`src/rtl/mbr_fifo.sv`:
```
/*
  Byte FIFO between the response builder and the UART transmitter.
  Assumes both sides on mclk; the drain side may stall at will.
*/
`timescale 1ns/100ps
module mbr_fifo #(
  parameter int WIDTH = 8,
  parameter int DEPTH = 16
) (
  input  wire logic             mclk,
  input  wire logic             reset_n,
  input  wire logic             ce,
  input  wire logic             inValid,
  output logic                  inReady,
  input  wire logic [WIDTH-1:0] inData,
  output logic                  outValid,
  input  wire logic             outReady,
  output logic      [WIDTH-1:0] outData
);
  localparam int AW = $clog2(DEPTH);

  generate
    if (DEPTH < 2 || (1 << AW) != DEPTH || WIDTH < 1) begin : g_bad
      $error("mbr_fifo: DEPTH must be a power of two of at least 2");
    end
  endgenerate

  logic [WIDTH-1:0] mem [DEPTH];
  logic [AW:0]      wrPtr;
  logic [AW:0]      rdPtr;
  wire              full  = (wrPtr[AW] != rdPtr[AW]) && (wrPtr[AW-1:0] == rdPtr[AW-1:0]);
  wire              empty = (wrPtr == rdPtr);
  wire              push  = ce && inValid && !full;
  wire              pop   = ce && outReady && !empty;

  assign inReady  = !full;
  assign outValid = !empty;
  assign outData  = mem[rdPtr[AW-1:0]];

  always_ff @(posedge mclk) begin
    if (push) begin
      mem[wrPtr[AW-1:0]] <= inData;
    end
  end

  always_ff @(posedge mclk or negedge reset_n) begin
    if (!reset_n) begin
      wrPtr <= '0;
      rdPtr <= '0;
    end else begin
      if (push) begin
        wrPtr <= wrPtr + 1'b1;
      end
      if (pop) begin
        rdPtr <= rdPtr + 1'b1;
      end
    end
  end

  a_no_overflow : assert property (@(posedge mclk) disable iff (!reset_n)
    full && !pop |=> wrPtr == $past(wrPtr))
    else $error("fifo written while full");

endmodule : mbr_fifo

```
`config.mk`:
```
export PLATFORM = sky130hd
export DESIGN_NAME = mbr_fifo
export DESIGN_NICKNAME = d
export VERILOG_FILES = /design/src/rtl/mbr_fifo.sv
export SDC_FILE = /design/constraint.sdc
export NUM_CORES = 1
export LEC_CHECK = 0
export BUFFER_PORTS_ARGS = -buffer_cell sky130_fd_sc_hd__buf_4
export CORE_AREA = 2 2 116 118
export CTS_BUF_LIST = sky130_fd_sc_hd__clkbuf_2 sky130_fd_sc_hd__clkbuf_4 sky130_fd_sc_hd__clkbuf_8
export CTS_CLUSTER_SIZE = 12
export DETAILED_ROUTE_END_ITERATION = 16
export DIE_AREA = 0 0 118 120
export PLACE_DENSITY = 0.62
export SETUP_SLACK_MARGIN = 0.5
export SYNTH_ARGS = -nofsm -noshare
export SYNTH_HDL_FRONTEND = slang
export SYNTH_SLANG_ARGS = --single-unit
```
`constraint.sdc`:
```
create_clock -name mclk -period 2.6 [get_ports mclk]
set_clock_uncertainty 0.2 [all_clocks]
set_input_delay 0.52 -clock mclk [delete_from_list [all_inputs] [get_ports mclk]]
set_output_delay 0.52 -clock mclk [all_outputs]
set_load 0.01 [all_outputs]
```
==> flow_summary.toml <==
[outcome]
run_status = "complete, but fails checks"
violations = "setup timing"

[critical_path]
critPathLaunchType = "flip-flop"
ff2ff_setup_slack_ps = 110
crit_buf_inv = 2
reg2reg_from = "rdPtr[1]"
cpLargestDelayFamily = "multiplexers"
worst_ep_arrival_time_ps = 2110
crit_type = "reg -> out"
r2r-end = "mem[4][5]"
crit_start = "rdPtr[0]"
cp_slowest_cell = "mux4_2"
max_stage_delay_ps = 570
reg2reg_depth = 11
cp_common_cell = "buf_4"
crit_required_ps = 1880
path_cells = "buf_4 -> mux4_2 -> a32oi_1 -> o21ai_1 -> buf_4"
end_kind = "primary output"
crit_fanout = 6

[floorplan]
dieArea_sq_um = 14160
die_w_um = 118
boundaryPins = 23
core_area_sq_um = 12980
initial_core_util = 0.4357
die_h_um = 120
rows = 42

[min_path]
hp-class = "in -> reg"
min_to = "mem[12][2]"
hold_start = "inData[2]"
hold_depth = 1

[route]
post-route-drc-count = 0
firstDrtPassIters = 5
drt_wl_total_mm = 12.42
num_vias = 3049
via_per_inst = 5.435
drtIter0Drc = 254
avgRoutedWirePerCell_um = 22.14
drtAntennaViolNets = 0

[pwr]
ir_drop_mv = 0.4978
leakage_nw = 2.429
powerDensity_nw_per_um2 = 1082
total_power_mw = 7.813

[global_routing]
grt_pass1_vias = 3004
grt-ovfl-total = 0
antenna_found_initial = 0
grt_pass1_wl_mm = 18.37
groute.usage.overall = 0.1820
grt_start_max_net_pins = 20

[synthesis]
synth-edff-count = 128
synth_cells = 300
synthTopCellsByArea = "edfxtp_1, mux4_2, dfrtp_1"
ys_warn_count = 0
synth.most_common_cell = "edfxtp_1"
synth_area_sq_um = 5655
yosysTopAreaCellShare = 0.6796
synth_common_cells = "edfxtp_1, mux2i_1, mux4_2"
ys_ff_latch = 138
syn_avg_cell_area_sq_um = 18.85
synth-main-ff-cell = "edfxtp_1"
synth-seq-area-share = 0.7239
postSynthNetCount = 318
synth_top_area_cell = "edfxtp_1"
async_flop_share = 0.07246
synthDistinctLibCells = 37

[cells_and_area]
fillers = 968
nNetsFinal = 390
seqCellArea_sq_um = 4096
drive_gt1_frac = 0.4234
syn2layout_area_growth_pct = 27.72
fin_area_sq_um = 7223
diodes = 0
multiInputGateArea_sq_um = 1687

[sta]
maxSlewHeadroom = 0.6582
tightest_slew_ps = 510.9
drv_slew = 0
worst_slack_ps = -225.4
fin_crit_sh = 1.087
setup_viol = 8
min_period_ps = 2825
hold_viol = 0
rsz0062_at_grt = "yes"
fmax_mhz = 353.9

[placed_design]
hpwl_mm = 7.555
placed_area_sq_um = 6101
place.gp.congestion = 0.8091
place_ws_ps = -42.09
numPortBuffers = 22

[clocking]
cts-buffers-inserted = 17
cts_tree = "yes"
cts_buffer_depth = 2
cts_htree_levels = 4
ctsRootBufferMaster = "clkbuf_8"
cts_sinks = 138
insertion_delay_ps = 440
cts.reportedPaths.clkPinSlew_ps = 80

[job]
max-cap-violations = 0
## worst max-delay path by stage
stage	cells after the start	slack, ps	endpoint
2_1_floorplan	6	420	mem[15][0]
3_3_place_gp	5	70	outData[4]
3_5_place_dp	5	-40	outData[4]
4_1_cts	5	-260	outData[7]
5_1_grt	5	-310	outData[7]
6_report	5	-230	outData[4]
## logic make-up (layout without fill, tap and decap cells)
kind of cell | after synthesis | count (layout) | synth area share
AO/OA/AOI/OAI | 35 | 35 | 0.04691
XOR/XNOR | 12 | 12 | 0.01858
adder cells (fa/ha/maj) | 5 | 5 | 0.01106
buffers and inverters | 20 | 105 | 0.02146
flip-flops | 138 | 138 | 0.7239
multiplexers | 50 | 50 | 0.1440
AND/OR/NAND/NOR | 40 | 40 | 0.03407
## final cells by class
cell class / count / area share
clock buffers: 18 / 0.03343
clock inverters: 14 / 0.02720
inverters: 5 / 0.002598
multi-input cells: 142 / 0.2335
flip-flops and latches: 138 / 0.5671
well taps: 176 / 0.03049
repair buffers: 68 / 0.1057
## what timing repair did
action | in CTS | in global routing
cloned | 1 | 1
buffers inserted | 14 | 13
hold buffers | 1 | 0
pin swaps | 13 | 14
gates resized for setup | 54 | 21
setup endpoints to repair | 106 | 138
endpoints found under the hold margin | 10 | 0
## per-layer routing
layer  vias to the layer above  GRT usage  share of wire
met3                        17    0.05038          0.060
met2                       106     0.2947           0.50
met1                      1568     0.2374           0.43
met5                         -          0              0
li1                       1358          -              -
met4                         0    0.06551          0.018
## report_power, final
group	switching (mW)	total [mW]	internal [mW]
clock network	0.841	1.90	1.06
registers	0.161	2.77	2.61
logic	1.56	3.14	1.58
total	2.56	7.81	5.25
## layout by cell type (no fill, tap or decap), types with 5 or more instances in the layout
cell type | Yosys | layout
mux4_2 | 23 | 24
dfrtp_1 | 10 | 8
mux2i_1 | 24 | 15
a32oi_1 | 8 | 8
nand2_1 | 7 | 5
buf_6 | 4 | 14
buf_4 | 3 | 37
inv_1 | 5 | 5
ha_1 | 5 | 5
clkbuf_8 | 0 | 17
nand3_1 | 6 | 6
nor2_4 | 0 | 12
o21ai_1 | 8 | 8
buf_12 | 0 | 10
a22oi_1 | 8 | 8
xnor2_1 | 8 | 6
edfxtp_1 | 128 | 128
mux2i_2 | 0 | 5
## sequential cells by signal, summed over array words and instances, names as in the netlist
register,cells
mem,128
wrPtr,5
rdPtr,5
## stage by stage
| step | setup TNS (ps) | hold WS [ps] | utilization | cells |
|---|---|---|---|---|
| after global placement | 0 | 157.6 | 0.4700 | 499 |
| after detailed placement | -88.82 | 155.2 | 0.4700 | 499 |
| final | -1513 | 201.3 | 0.5565 | 561 |
| after global routing | -2313 | 196.1 | 0.5565 | 561 |
| after floorplan | 0 | 24.41 | - | 300 |
| after CTS | -1824 | 170.7 | 0.5343 | 547 |
(Power assumes the default switching activity.)
